===== config.mk =====
export PLATFORM = sky130hd
export DESIGN_NAME = rx_channel
export DESIGN_NICKNAME = d
export VERILOG_FILES = /design/src/rtl/rx_chan_pkg.sv /design/src/rtl/rx_sync3.sv /design/src/rtl/rx_channel.sv
export SDC_FILE = /design/constraint.sdc
export NUM_CORES = 1
export LEC_CHECK = 0
export BUFFER_PORTS_ARGS = -buffer_cell sky130_fd_sc_hd__buf_4
export CORE_ASPECT_RATIO = 0.8
export CORE_UTILIZATION = 45
export DETAILED_ROUTE_END_ITERATION = 8
export PLACE_DENSITY = 0.75
export SYNTH_ARGS = -nofsm -noshare
export SYNTH_HDL_FRONTEND = slang
export SYNTH_SLANG_ARGS = --single-unit

===== constraint.sdc =====
create_clock -name clk_sys -period 5.21 [get_ports clk_sys]
set_clock_uncertainty 0.15 [all_clocks]
set_input_delay 0.521 -clock clk_sys [delete_from_list [all_inputs] [get_ports clk_sys]]
set_output_delay 0.521 -clock clk_sys [all_outputs]
set_load 0.005 [all_outputs]

===== src/rtl/rx_chan_pkg.sv =====
// Constants, register map and shared types for the receive channel.
// Assumes a single 200 MHz system clock and an Avalon-MM register master.
// What this block does
// [RL1] After a falling edge wait half a bit before rechecking the line.
// [RL2] Line high at recheck rejects the start bit and hunting resumes.
// [RL3] Sample each bit at its centre, LSB first, done after half stop bit.
// [RL4] Unused upper data bits of a short character are stored as zero.
// [RL5] Queue holds three; ready while any present, full while all three.
// [RL6] A data read returns the oldest entry and pops it with its status.
// [RL7] Break, framing and parity stored per character; overrun and break change apart.
// [RL8] Error bits are written with the character before ready rises.
// [RL9] Line low for a whole character stores zero, marks break, sets break change.
// [RL10] Break ends after the line is high for two crystal clock edges.
// [RL11] Break change sets at break start and end; only error reset or receiver reset clears it.
// [RL12] Non-zero character with a low stop sample is a framing error.
// [RL13] Line still low a whole bit after a low stop acts as a new start.
// [RL14] Parity error when computed parity differs from the received bit.
// [RL15] Per-character status leaves with the character when it is popped.
// [RL16] Overrun when queue and shifter full and a start arrives; newest overwrites. Flag sets six 16X ticks after the start recheck, if both still full.
// [RL17] Overrun holds until error reset; queue stays valid; loading resumes.
// [RL18] In normal mode a disabled receiver raises no interrupt.
// [RL19] Character mode shows head status; block mode ORs heads since error reset.
// [RL20] Reading status never pops the queue.
// [RL21] With flow control, request to send drops on start while full, returns on space.
// [RL22] In normal mode a disabled receiver can be drained but accepts no new characters.
// [RL23] Receiver reset clears queue, status, pins and interrupt; stays disabled.
// [RL24] The serial input is synchronised before edge detection or sampling.
package rx_chan_pkg;
  localparam logic [3:0] ADDR_DATA = 4'h0;
  localparam logic [3:0] ADDR_STATUS = 4'h1;
  localparam logic [3:0] ADDR_CTRL = 4'h2;
  localparam logic [3:0] ADDR_CMD = 4'h3;
  localparam logic [3:0] ADDR_INT = 4'h4;
  localparam logic [3:0] ADDR_DIV = 4'h5;
  // Command codes written to ADDR_CMD
  localparam logic [2:0] CMD_NONE = 3'h0;
  localparam logic [2:0] CMD_ENABLE = 3'h1;
  localparam logic [2:0] CMD_DISABLE = 3'h2;
  localparam logic [2:0] CMD_RX_RESET = 3'h3;
  localparam logic [2:0] CMD_ERR_RESET = 3'h4;
  localparam logic [2:0] CMD_BRK_RESET = 3'h5;
  localparam int DEPTH = 3;
  localparam logic [15:0] DIV_RESET = 16'h0006;
  localparam logic [4:0] OVR_GRACE_TICKS = 5'h06;
  localparam logic [4:0] HALF_TICKS = 5'h08;
  localparam logic [4:0] FULL_TICKS = 5'h10;
  localparam logic [1:0] BRK_END_EDGES = 2'h2;
  // Control register layout
  typedef struct packed {
    logic fc_en;
    logic block_mode;
    logic multidrop;
    logic x1_mode;
    logic par_odd;
    logic par_en;
    logic [1:0] len_sel;
  } ctrl_t;
  localparam ctrl_t CTRL_RESET = '{default: 1'b0, len_sel: 2'h3};
  typedef struct packed {
    logic brk;
    logic fe;
    logic pe;
    logic [7:0] data;
  } entry_t;
  typedef enum logic [2:0] {
    ST_IDLE = 3'b000,
    ST_START = 3'b001,
    ST_BITS = 3'b010,
    ST_STOP = 3'b011,
    ST_BREAK = 3'b100
  } rx_state_t;
endpackage : rx_chan_pkg


===== src/rtl/rx_sync3.sv =====
// Three-stage input synchroniser with agreement filter.
// Assumes the input is asynchronous to clk_sys.
`timescale 1ns/100ps
module rx_sync3 (
  input wire logic clk_sys,
  input wire logic resetn,
  input wire logic async_in,
  output logic level_q
);
  logic s1_q;
  logic s2_q;
  logic s3_q;
  always_ff @(posedge clk_sys) begin
    if (!resetn) begin
      s1_q <= 1'b1;
      s2_q <= 1'b1;
      s3_q <= 1'b1;
      level_q <= 1'b1;
    end else begin
      s1_q <= async_in;
      s2_q <= s1_q;
      s3_q <= s2_q;
      if (s2_q == s3_q) begin
        level_q <= s3_q; // see [RL24]
      end
    end
  end
endmodule : rx_sync3


===== src/rtl/rx_channel.sv =====
// Receive path of one asynchronous serial channel with a three-deep queue.
// Assumes an Avalon-MM master on clk_sys, a 16X tick divided from clk_sys and a 1X bit clock from a pin.
//
// Chosen here: the address map and register access over Avalon-MM.
`timescale 1ns/100ps
module rx_channel
  import rx_chan_pkg::*;
(
  input wire logic clk_sys,
  input wire logic resetn,
  input wire logic [3:0] avs_address,
  input wire logic avs_read,
  input wire logic avs_write,
  input wire logic [31:0] avs_writedata,
  output logic [31:0] avs_readdata,
  output logic avs_waitrequest,
  input wire logic serial_in,
  input wire logic bit_clock_in,
  input wire logic crystal_clock,
  output logic request_to_send_out_n,
  output logic receive_ready_flag,
  output logic fifo_full_flag,
  output logic interrupt_out_n
);
  // ****************************************
  // Input synchronisers
  // ****************************************
  logic line;
  logic bclk;
  logic xclk;
  rx_sync3 u_sync_line (.clk_sys(clk_sys), .resetn(resetn), .async_in(serial_in),
    .level_q(line));
  rx_sync3 u_sync_bclk (.clk_sys(clk_sys), .resetn(resetn), .async_in(bit_clock_in),
    .level_q(bclk));
  rx_sync3 u_sync_xclk (.clk_sys(clk_sys), .resetn(resetn), .async_in(crystal_clock),
    .level_q(xclk));
  logic bclk_prev_q;
  logic xclk_prev_q;
  logic line_prev_q;
  wire bclk_rise = bclk & ~bclk_prev_q;
  wire xclk_edge = xclk ^ xclk_prev_q;
  wire line_fall = line_prev_q & ~line;

  // ****************************************
  // Registers
  // ****************************************
  ctrl_t ctrl_q;
  logic en_q;
  logic [15:0] div_q;
  logic [1:0] int_sel_q;
  logic ovr_q;
  logic cob_q;
  logic [2:0] blk_err_q;
  logic [7:0] rd_q;
  logic wait_q;
  entry_t mem_q [DEPTH];
  logic [1:0] rp_q;
  logic [1:0] wp_q;
  logic [1:0] cnt_q;
  wire acc = (avs_read | avs_write) & ~wait_q;
  wire wr = avs_write & acc;
  wire rd = avs_read & acc;
  wire sel_data = (avs_address == ADDR_DATA);
  wire sel_status = (avs_address == ADDR_STATUS);
  wire sel_ctrl = (avs_address == ADDR_CTRL);
  wire sel_cmd = (avs_address == ADDR_CMD);
  wire sel_int = (avs_address == ADDR_INT);
  wire sel_div = (avs_address == ADDR_DIV);
  wire [2:0] cmd = wr && sel_cmd ? avs_writedata[2:0] : CMD_NONE;
  wire rx_reset = (cmd == CMD_RX_RESET);
  wire err_reset = (cmd == CMD_ERR_RESET);
  wire q_empty = (cnt_q == 2'h0);
  wire q_full = (cnt_q == DEPTH[1:0]);
  wire pop = rd & sel_data & ~q_empty; // see [RL6] [RL20]
  entry_t head;
  assign head = mem_q[rp_q];

  // ****************************************
  // Bit timing
  // ****************************************
  rx_state_t st_q;
  logic [15:0] pre_q;
  logic [4:0] tick_q;
  logic [3:0] nbit_q;
  logic [8:0] sh_q;
  logic [4:0] grace_q;
  logic pend_q;
  logic brk_q;
  logic [1:0] hi_q;
  logic rts_block_q;
  entry_t pend_e_q;
  wire pre_done = (pre_q == 16'h0000);
  wire tick16 = pre_done;
  // One tick is one 16X period, or a whole bit in 1X mode
  wire tick = ctrl_q.x1_mode ? bclk_rise : tick16;
  wire [4:0] half_n = ctrl_q.x1_mode ? 5'h01 : HALF_TICKS;
  wire [4:0] full_n = ctrl_q.x1_mode ? 5'h01 : FULL_TICKS;
  wire tick_end = tick & (tick_q == 5'h01);
  wire [3:0] data_bits = {2'b00, ctrl_q.len_sel} + 4'h5;
  wire [3:0] total_bits = data_bits + {3'b000, ctrl_q.par_en};
  wire active = en_q | ctrl_q.multidrop;
  // Assemble finished character
  wire [7:0] dmask = 8'hFF >> (4'h8 - data_bits);
  wire [8:0] aligned = sh_q >> (4'h9 - total_bits);
  wire [7:0] dval = aligned[7:0] & dmask; // see [RL4]
  wire pbit = aligned[data_bits];
  wire par_bad = ctrl_q.par_en &
    ((^dval) ^ pbit ^ ctrl_q.par_odd); // see [RL14]
  wire all_zero = (dval == 8'h00) & ~(ctrl_q.par_en & pbit);
  wire stop_low = (st_q == ST_STOP) & tick_end & ~line;
  wire char_done = (st_q == ST_STOP) & tick_end;
  wire is_brk = all_zero & ~line; // see [RL9]
  entry_t new_e;
  assign new_e = '{brk: is_brk, fe: stop_low & ~all_zero, pe: par_bad & ~is_brk,
    data: dval}; // see [RL7] [RL12]
  wire load_now = char_done & ~q_full & ~pend_q;
  wire load_pend = pend_q & ~q_full;
  wire push = load_now | load_pend; // see [RL8] [RL17]

  always_ff @(posedge clk_sys) begin
    if (!resetn) begin
      bclk_prev_q <= 1'b1;
      xclk_prev_q <= 1'b1;
      line_prev_q <= 1'b1;
    end else begin
      bclk_prev_q <= bclk;
      xclk_prev_q <= xclk;
      line_prev_q <= line;
    end
  end

  always_ff @(posedge clk_sys) begin
    if (!resetn || pre_done) begin
      pre_q <= div_q;
    end else begin
      pre_q <= pre_q - 16'h0001;
    end
  end

  // ****************************************
  // Receive state machine
  // ****************************************
  always_ff @(posedge clk_sys) begin
    if (!resetn || rx_reset || !active) begin // see [RL22] [RL23]
      st_q <= ST_IDLE;
      tick_q <= 5'h00;
      nbit_q <= 4'h0;
      sh_q <= 9'h000;
      hi_q <= 2'h0;
      brk_q <= 1'b0;
    end else begin
      if (tick) begin
        tick_q <= tick_q - 5'h01;
      end
      case (st_q)
        ST_IDLE: begin
          if (line_fall) begin
            st_q <= ST_START;
            tick_q <= half_n; // see [RL1]
          end
        end
        ST_START: begin
          if (tick_end) begin
            if (line) begin
              st_q <= ST_IDLE; // see [RL2]
            end else begin
              st_q <= ST_BITS;
              tick_q <= full_n;
              nbit_q <= total_bits;
            end
          end
        end
        ST_BITS: begin
          if (tick_end) begin
            sh_q <= {line, sh_q[8:1]}; // see [RL3]
            tick_q <= full_n;
            nbit_q <= nbit_q - 4'h1;
            if (nbit_q == 4'h1) begin
              st_q <= ST_STOP;
            end
          end
        end
        ST_STOP: begin
          if (tick_end) begin
            if (is_brk) begin
              st_q <= ST_BREAK;
              brk_q <= 1'b1;
              hi_q <= 2'h0;
            end else if (!line) begin
              st_q <= ST_START; // see [RL13]
              tick_q <= full_n;
            end else begin
              st_q <= ST_IDLE;
            end
          end
        end
        ST_BREAK: begin
          if (!line) begin
            hi_q <= 2'h0;
          end else if (xclk_edge) begin
            hi_q <= hi_q + 2'h1;
            if (hi_q + 2'h1 == BRK_END_EDGES) begin
              st_q <= ST_IDLE; // see [RL10]
              brk_q <= 1'b0;
            end
          end
        end
        default: begin
          st_q <= ST_IDLE;
        end
      endcase
    end
  end

  // ****************************************
  // Shift register holding and overrun
  // ****************************************
  wire start_ok = (st_q == ST_START) & tick_end & ~line;
  wire ovr_hit = pend_q & q_full & (grace_q == 5'h01) & tick16;
  always_ff @(posedge clk_sys) begin
    if (!resetn || rx_reset) begin
      pend_q <= 1'b0;
      pend_e_q <= '0;
      grace_q <= 5'h00;
    end else begin
      if (char_done && (q_full || pend_q) && !load_pend) begin
        pend_q <= 1'b1;
        pend_e_q <= new_e; // see [RL16]
      end else if (load_pend) begin
        pend_q <= 1'b0;
      end
      if (start_ok && pend_q && q_full) begin
        grace_q <= OVR_GRACE_TICKS;
      end else if (tick16 && grace_q != 5'h00) begin
        grace_q <= grace_q - 5'h01;
      end
    end
  end

  // ****************************************
  // Receive queue
  // ****************************************
  always_ff @(posedge clk_sys) begin
    if (!resetn || rx_reset) begin
      rp_q <= 2'h0;
      wp_q <= 2'h0;
      cnt_q <= 2'h0;
    end else begin
      if (push) begin
        mem_q[wp_q] <= load_pend ? pend_e_q : new_e;
        wp_q <= (wp_q == DEPTH[1:0] - 2'h1) ? 2'h0 : wp_q + 2'h1;
      end
      if (pop) begin
        rp_q <= (rp_q == DEPTH[1:0] - 2'h1) ? 2'h0 : rp_q + 2'h1; // see [RL15]
      end
      cnt_q <= cnt_q + {1'b0, push} - {1'b0, pop}; // see [RL5]
    end
  end

  // ****************************************
  // Status, flow control and pins
  // ****************************************
  wire brk_start = (st_q == ST_STOP) & tick_end & is_brk;
  wire brk_end = (st_q == ST_BREAK) & line & xclk_edge & (hi_q + 2'h1 == BRK_END_EDGES);
  wire [2:0] head_err = q_empty ? 3'h0 : {head.brk, head.fe, head.pe};
  wire [2:0] shown_err = ctrl_q.block_mode ? (blk_err_q | head_err) : head_err; // see [RL19]
  wire irq_src = int_sel_q[0] ? q_full : ~q_empty;
  wire irq = active & ((int_sel_q[1] & irq_src) | cob_q); // see [RL18]
  always_ff @(posedge clk_sys) begin
    if (!resetn || rx_reset) begin
      ovr_q <= 1'b0;
      cob_q <= 1'b0;
      blk_err_q <= 3'h0;
      rts_block_q <= 1'b0;
      request_to_send_out_n <= 1'b0;
      receive_ready_flag <= 1'b0;
      fifo_full_flag <= 1'b0;
      interrupt_out_n <= 1'b1;
    end else begin
      if (ovr_hit) begin
        ovr_q <= 1'b1; // see [RL16]
      end else if (err_reset) begin
        ovr_q <= 1'b0; // see [RL17]
      end
      if (brk_start || brk_end) begin
        cob_q <= 1'b1; // see [RL9] [RL11]
      end else if (err_reset) begin
        cob_q <= 1'b0;
      end
      if (err_reset) begin
        blk_err_q <= 3'h0;
      end else if (pop) begin
        blk_err_q <= blk_err_q | head_err;
      end
      if (start_ok && q_full && ctrl_q.fc_en) begin
        rts_block_q <= 1'b1; // see [RL21]
      end else if (!q_full || !ctrl_q.fc_en) begin
        rts_block_q <= 1'b0;
      end
      request_to_send_out_n <= rts_block_q;
      receive_ready_flag <= ~q_empty;
      fifo_full_flag <= q_full;
      interrupt_out_n <= ~irq;
    end
  end

  // ****************************************
  // Avalon slave
  // ****************************************
  wire [31:0] status_word = {22'h00000, brk_q, cob_q, shown_err, ovr_q, en_q,
    pend_q, q_full, ~q_empty};
  wire [31:0] rd_mux = sel_data ? {24'h000000, head.data} :
    sel_status ? status_word :
    sel_ctrl ? {24'h000000, ctrl_q} :
    sel_int ? {30'h0000000, int_sel_q} :
    sel_div ? {16'h0000, div_q} : 32'h00000000;
  always_ff @(posedge clk_sys) begin
    if (!resetn) begin
      wait_q <= 1'b0;
      avs_readdata <= 32'h00000000;
      avs_waitrequest <= 1'b1;
      ctrl_q <= CTRL_RESET;
      div_q <= DIV_RESET;
      int_sel_q <= 2'h0;
      en_q <= 1'b0;
    end else begin
      wait_q <= (avs_read | avs_write) & ~wait_q;
      avs_waitrequest <= ~((avs_read | avs_write) & ~wait_q);
      if (rd) begin
        avs_readdata <= rd_mux;
      end
      if (wr && sel_ctrl) begin
        ctrl_q <= ctrl_t'(avs_writedata[7:0]);
      end
      if (wr && sel_div) begin
        div_q <= avs_writedata[15:0];
      end
      if (wr && sel_int) begin
        int_sel_q <= avs_writedata[1:0];
      end
      if (cmd == CMD_ENABLE) begin
        en_q <= 1'b1;
      end else if (cmd == CMD_DISABLE || rx_reset) begin
        en_q <= 1'b0; // see [RL23]
      end
    end
  end
endmodule : rx_channel


== After elaboration in Yosys (flattened, before gate mapping) ==
Memory sizes are Yosys's and may differ from the RTL's. A register that Yosys moved wholly into a read port is not among the register bits.
Cells that the tools add are included.

* Flip-flop bits (word level): 149
* Bits in writable memories: 33
* Input bits: 43
* Output and inout bits: 37
* Word-level logic and storage cells: 268
* Memories kept: 1

* Add/sub/neg operators: 13
* Magnitude comparators: 1
* Eq/ne operators: 34
* Shift-type cells: 2
* Multiplexer cells: 69
* Bitwise gates (word level): 50
* Reductions and logical operators: 45

{| class="wikitable"
|+ Memory list
! name !! words !! bits a word !! read ports !! clocked after memory_dff !! wr ports !! RTL line !! RTL
|-
| mem_q || 3 || 11 || 1 || 1 || 1 || rx_channel.sv:56 || <nowiki>entry_t mem_q [DEPTH];</nowiki>
|}

{| class="wikitable"
|+ Operators by type and width
! operator !! number
|-
| $mux 16 || 6
|-
| $mux 3 || 14
|-
| $mux 5 || 8
|-
| $and 1x1->1 || 30
|-
| $mux 1 || 21
|-
| $pmux 5 s4 || 1
|-
| $mux 2 || 9
|-
| $ne 2x2->1 const B || 9
|-
| $logic_not 16->1 || 1
|-
| $mux 4 || 4
|-
| $reduce_bool 2->1 || 8
|-
| $sub 16x1->16 const B || 1
|-
| $pmux 3 s5 || 1
|-
| $eq 3x2->1 const B || 4
|-
| $logic_and 1x1->1 || 11
|-
| $mux 11 || 1
|-
| $not 1->1 || 11
|-
| $eq 5x1->1 const B || 2
|-
| $sub 5x1->5 const B || 2
|-
| $shr 9x4->9 || 1
|-
| $and 8x8->8 || 1
|-
| $eq 2x2->1 const B || 4
|-
| $eq 4x1->1 const B || 2
|-
| $eq 4x2->1 const B || 2
|-
| other kinds (35) || 60
|}

== Longest topological paths before layout ==
* Depth after elaboration: 13
* Mapped depth: 17
* Gate-level depth less buffers: 14

== Cells and area by module ==
From an unflattened synthesis, not the netlist that was laid out.

* Cell total of the unflattened synthesis: 881
* Area total of the unflattened synthesis: 7922.6 sq um

{| class="wikitable"
|+ Modules (own cells, without submodules)
! module !! instances !! cells each !! area each (sq um)
|-
| rx_channel || 1 || 851 || 7584.8
|-
| rx_sync3 || 3 || 10 || 112.6
|}

== Worst setup path before layout ==
OpenSTA, ideal clock, no wires.

* Kind: flip-flop to flip-flop
* Start: reg ctrl_q[0] in the netlist's numbering
* End: reg tick_q[4]
* Library setup time: 127 ps
* Data arrival time: 3445 ps
* Required time: 4933 ps
* Slack: 1488 ps
* Cell stages (with the launch flop): 16
* Path buffers: 2
* Period minus slack after synthesis: 3722 ps
* Path through: dfxtp_1 > clkbuf_1 > inv_1 > ha_1 > inv_1 > fa_1 > clkbuf_1 > mux2_2 > o22a_1 > ha_1 > nand4_1 > nor2_1 > a31oi_2 > o21ai_1 > a2111oi_0 > o21ai_1

* Longest elaborated chain between the ends: 13

{| class="wikitable"
|+ RTL lines
! element !! RTL line !! RTL
|-
| start, declared || rx_channel.sv:47 || <nowiki>ctrl_t ctrl_q;</nowiki>
|-
| start signal, assigned || rx_channel.sv:333 || <nowiki>ctrl_q <= ctrl_t'(avs_writedata[7:0]);</nowiki>
|-
| $add 2x3->4 * || rx_channel.sv:99 || <nowiki>wire [3:0] data_bits = {2'b00, ctrl_q.len_sel} + 4'h5;</nowiki>
|-
| $add 4x1->4 || rx_channel.sv:100 || <nowiki>wire [3:0] total_bits = data_bits + {3'b000, ctrl_q.par_en};</nowiki>
|-
| $sub 4x4->4 || rx_channel.sv:104 || <nowiki>wire [8:0] aligned = sh_q >> (4'h9 - total_bits);</nowiki>
|-
| $shr 9x4->9 || rx_channel.sv:104 ||
|-
| $bmux 1 s4 || rx_channel.sv:106 || <nowiki>wire pbit = aligned[data_bits];</nowiki>
|-
| $mux 1 (not written as such) || rx_channel.sv:106 ||
|-
| $and 1x1->1 || rx_channel.sv:109 || <nowiki>wire all_zero = (dval == 8'h00) & ~(ctrl_q.par_en & pbit);</nowiki>
|-
| $not 1->1 || rx_channel.sv:109 ||
|-
| $and 1x1->1 * || rx_channel.sv:109 ||
|-
| $and 1x1->1 * || rx_channel.sv:112 || <nowiki>wire is_brk = all_zero & ~line;</nowiki>
|-
| $mux 5 * || rx_channel.sv:185 || <nowiki>if (is_brk) begin</nowiki>
|-
| $mux 5 * || rx_channel.sv:184 || <nowiki>if (tick_end) begin</nowiki>
|-
| $pmux 5 s4 * || rx_channel.sv:155 || <nowiki>case (st_q)</nowiki>
|-
| end signal, assigned || rx_channel.sv:153 || <nowiki>tick_q <= tick_q - 5'h01;</nowiki>
|-
| end signal, assigned || rx_channel.sv:159 || <nowiki>tick_q <= half_n;</nowiki>
|-
| end signal, assigned || rx_channel.sv:191 || <nowiki>tick_q <= full_n;</nowiki>
|-
| end, declared || rx_channel.sv:83 || <nowiki>logic [4:0] tick_q;</nowiki>
|}

Mark *: on every way between the ends. The rest lies on a longest branch, timed or not. The select of a mux whose other input is x is not followed.
A chain may end at the register's enable or synchronous reset.

== Worst setup path in the final report ==
* Start: reg ctrl_q[0] in the netlist's numbering
* End: mem mem_q[0][8] in the netlist's numbering (data pin)

* Longest elaborated chain between the ends: 13

{| class="wikitable"
|+ RTL lines
! element !! RTL line !! RTL
|-
| $add 2x3->4 * || rx_channel.sv:99 ||
|-
| $add 4x1->4 || rx_channel.sv:100 ||
|-
| $sub 4x4->4 || rx_channel.sv:104 ||
|-
| $shr 9x4->9 || rx_channel.sv:104 ||
|-
| $bmux 1 s4 || rx_channel.sv:106 ||
|-
| $mux 1 (not written as such) || rx_channel.sv:106 ||
|-
| $and 1x1->1 || rx_channel.sv:109 ||
|-
| $not 1->1 || rx_channel.sv:109 ||
|-
| $and 1x1->1 || rx_channel.sv:109 ||
|-
| $and 1x1->1 || rx_channel.sv:112 ||
|-
| $not 1->1 || rx_channel.sv:114 || <nowiki>assign new_e = '{brk: is_brk, fe: stop_low & ~all_zero, pe: par_bad & ~is_brk,</nowiki>
|-
| $and 1x1->1 * || rx_channel.sv:114 ||
|-
| $mux 11 * || rx_channel.sv:250 || <nowiki>mem_q[wp_q] <= load_pend ? pend_e_q : new_e;</nowiki>
|-
| end, declared || rx_channel.sv:56 ||
|}

Marks and branches as above.

==> reports/results.ini <==
[placed_design]
gp_congestion=0.8609
numPlacedInstances=1125
dpl.hpwl_mm=13.24
port_buffers=47

[power]
p_sw_w=0.0007602
pwr-share-comb_pct=6.9
power_frac_seq_pct=48.5
clkPwrFrac_pct=44.6
p_int_w=0.002079
swShare_pct=26.78
vdd_drop_max_v=0.0002377
p_per_area_nw_per_um2=315.7
p_leak_nw=3.351

[floorplan]
core_area_um2=17270
row_count=43
dieArea_um2=18150
boundaryPins=80
initial_core_util_pct=45.88
die-width_um=150.4
chipHeight_um=120.7

[grt]
grt_usage_pct=21.59
grt_pass1_wl_mm=30.10
grt_pass1_vias=5709
antenna_found_initial=0
grt_remaining_overflow=0
grt_max_degree=37

[sta]
worst_slew_pin_slew_ns=1.167
rsz0062_at_grt=no
fin_crit_sh_pct=84.54
setup_viol=0
hold_viol=0
fin_crit_ns=4.404
maxSlewHeadroom_pct=21.91
max_freq_ghz=0.2270
slew_violations=0
setup_tns_ns=0

[drt]
drtIter0Drc=660
ant_nets=0
vias_per_cell=5.636
drt_wl_total_mm=19.26
drc=0
drt_first_pass_iters=5
vias=6521
wl_per_cell_um=16.65

[logic_synthesis]
ys_warn_count=0
postSynthAreaPerCell_um2=8.893
synth_common_cells=dfxtp_1 (135), nand2_1 (128), nor2_1 (91)
synth.top_cell.area_share_pct=34.11
synth-edff-count=33
synth.most_common_cell=dfxtp_1
synthCells=891
synth.largest_area_cell=dfxtp_1
syn_area_um2=7924
synthArstFlopShare_pct=0
synth_seq_cells=168
synth_cell_types=70
ys_seq_area_share_pct=46.61
synth_ff_type=dfxtp_1
synthTopCellsByArea=dfxtp_1 (34%), edfxtp_1 (13%), nand2_1 (6.1%)

[cells_and_area]
diodes=0
fill_cells=1552
area_growth_pct=13.50
fin_cells=1157
nets=982
layout-drive-gt1-share_pct=11.80

[clocking]
tritoncts=done
cts_htree_levels=4
clk_latency_ns=0.43
clk_pin_slew_worst_paths_ns=0.08
numCtsBuffers=17
post_cts_buffers=0
cts_root_buffer=clkbuf_16
hold_buffers=0
cts_resized=0
cts.sinks=168
cts.path.max_buffers=2

[worst_setup_path]
worstPathCellList=inv_1, ha_1, inv_1, fa_1, nand2b_1, or3_1, ha_1, nand4_1, nor2_1, a31oi_2, nor2_1, nand3b_1, o21ai_0
critPathKind=reg2reg
cp.required_ns=5.25
cpPeakStageDelay_ns=0.76
startpoint=ctrl_q[0]
cp_max_fo=14
slowest_stage=fa_1
cp-start-kind=flip-flop
timing.rr.start=ctrl_q[0]
cp-end-kind=flip-flop
crit_arrival_ns=4.44

[min_path]
min-delay-start=crystal_clock
hp-class=in2reg

[outcome]
status=finished clean

[run]
drv_cap=0

critical path, delay by kind of cell (launching register included):
| kind | cells | cell delay (ns) |
|---|---|---|
| adders and majority gates | 3 | 1.14 |
| and+or+nand+nor | 6 | 1.35 |
| buffers and inverters | 2 | 0.25 |
| AOI/OAI and AO/OA | 2 | 0.86 |
| DFF | 1 | 0.42 |
area by class of cell:
type	count	area (µm²)	share of cell area [%]
multi-input combinational	656	3925	43.64
tap	225	281.5	3.130
inverter	20	75.07	0.8347
timing repair buffer	56	420.4	4.674
clock buffer	17	425.4	4.730
sequential	168	3694	41.07
clock inverter	15	172.7	1.920
through the flow:
stage | total power [W] | area, µm² | utilization (%) | hold slack, ns | worst slack [ns]
after global placement | 0.001595 | 8396 | 48.61 | 0.2444 | 0.9839
after floorplan | 0.001547 | 7980 | - | 0.2363 | 1.488
after detailed placement | 0.001598 | 8396 | 48.61 | 0.2462 | 0.8611
after global routing | 0.002927 | 8994 | 52.08 | 0.1151 | 0.4184
final | 0.002839 | 8994 | 52.08 | 0.1198 | 0.8055
after CTS | 0.002847 | 8994 | 52.08 | 0.1096 | 0.8449
path summary, 6_finish.rpt:
kind / to / slack (ns) / cells past startpoint
min reg2reg: u_sync_bclk.s2_q / 0.26 / 1
min: u_sync_xclk.s1_q / 0.12 / 2
max reg2reg: mem_q[0][8] / 0.81 / 13
max: mem_q[0][8] / 0.81 / 13
sequential cells by signal (all words and copies together), names as in the netlist, 2 cells and up, named ones only:
name / cells
mem_q: 33
avs_readdata: 16
div_q: 16
pre_q: 16
pend_e_q: 11
sh_q: 9
ctrl_q: 8
grace_q: 5
tick_q: 5
nbit_q: 4
blk_err_q: 3
st_q: 3
cnt_q: 2
hi_q: 2
int_sel_q: 2
rp_q: 2
wp_q: 2
layout by cell type (no fill, tap or decap), types with 15 or more instances in the layout:
cell type and n:
nor2_1 91, xnor2_1 18, nand2_1 128, inv_1 19, ha_1 19, buf_4 56
a21oi_1 71, nor3_1 15, clkbuf_16 17, dfxtp_1 135, o21ai_0 44, nand2b_1 24
edfxtp_1 33, mux2i_1 32, nand3_1 33, conb_1 16
power by group through the flow:
stage	Combinational, W	Sequential (W)	Clock [W]
2_1_floorplan	0.000148	0.00140	0
3_3_place_gp	0.000191	0.00140	0
3_5_place_dp	0.000193	0.00140	0
4_1_cts	0.000194	0.00138	0.00128
5_1_grt	0.000215	0.00138	0.00133
6_report	0.000196	0.00138	0.00127
kinds of logic after synthesis:
group / synth area share, %
AO/OA/AOI/OAI: 15.54
adder cells (fa/ha/maj): 3.253
other: 0.04733
buffers and inverters: 4.800
XOR/XNOR: 3.316
AND/OR/NAND/NOR: 21.82
flip-flops: 46.61
multiplexers: 4.611
routing by layer:
layer / vias up / GRT usage [%] / share of wire, %
li1: 3156 / - / -
met1: 3071 / 31.37 / 47
met2: 264 / 30.85 / 43
met3: 30 / 5.698 / 8.4
met4: 0 / 6.629 / 1.8
met5: - / 0 / 0
Note: power is estimated with default switching activity, not from simulation.
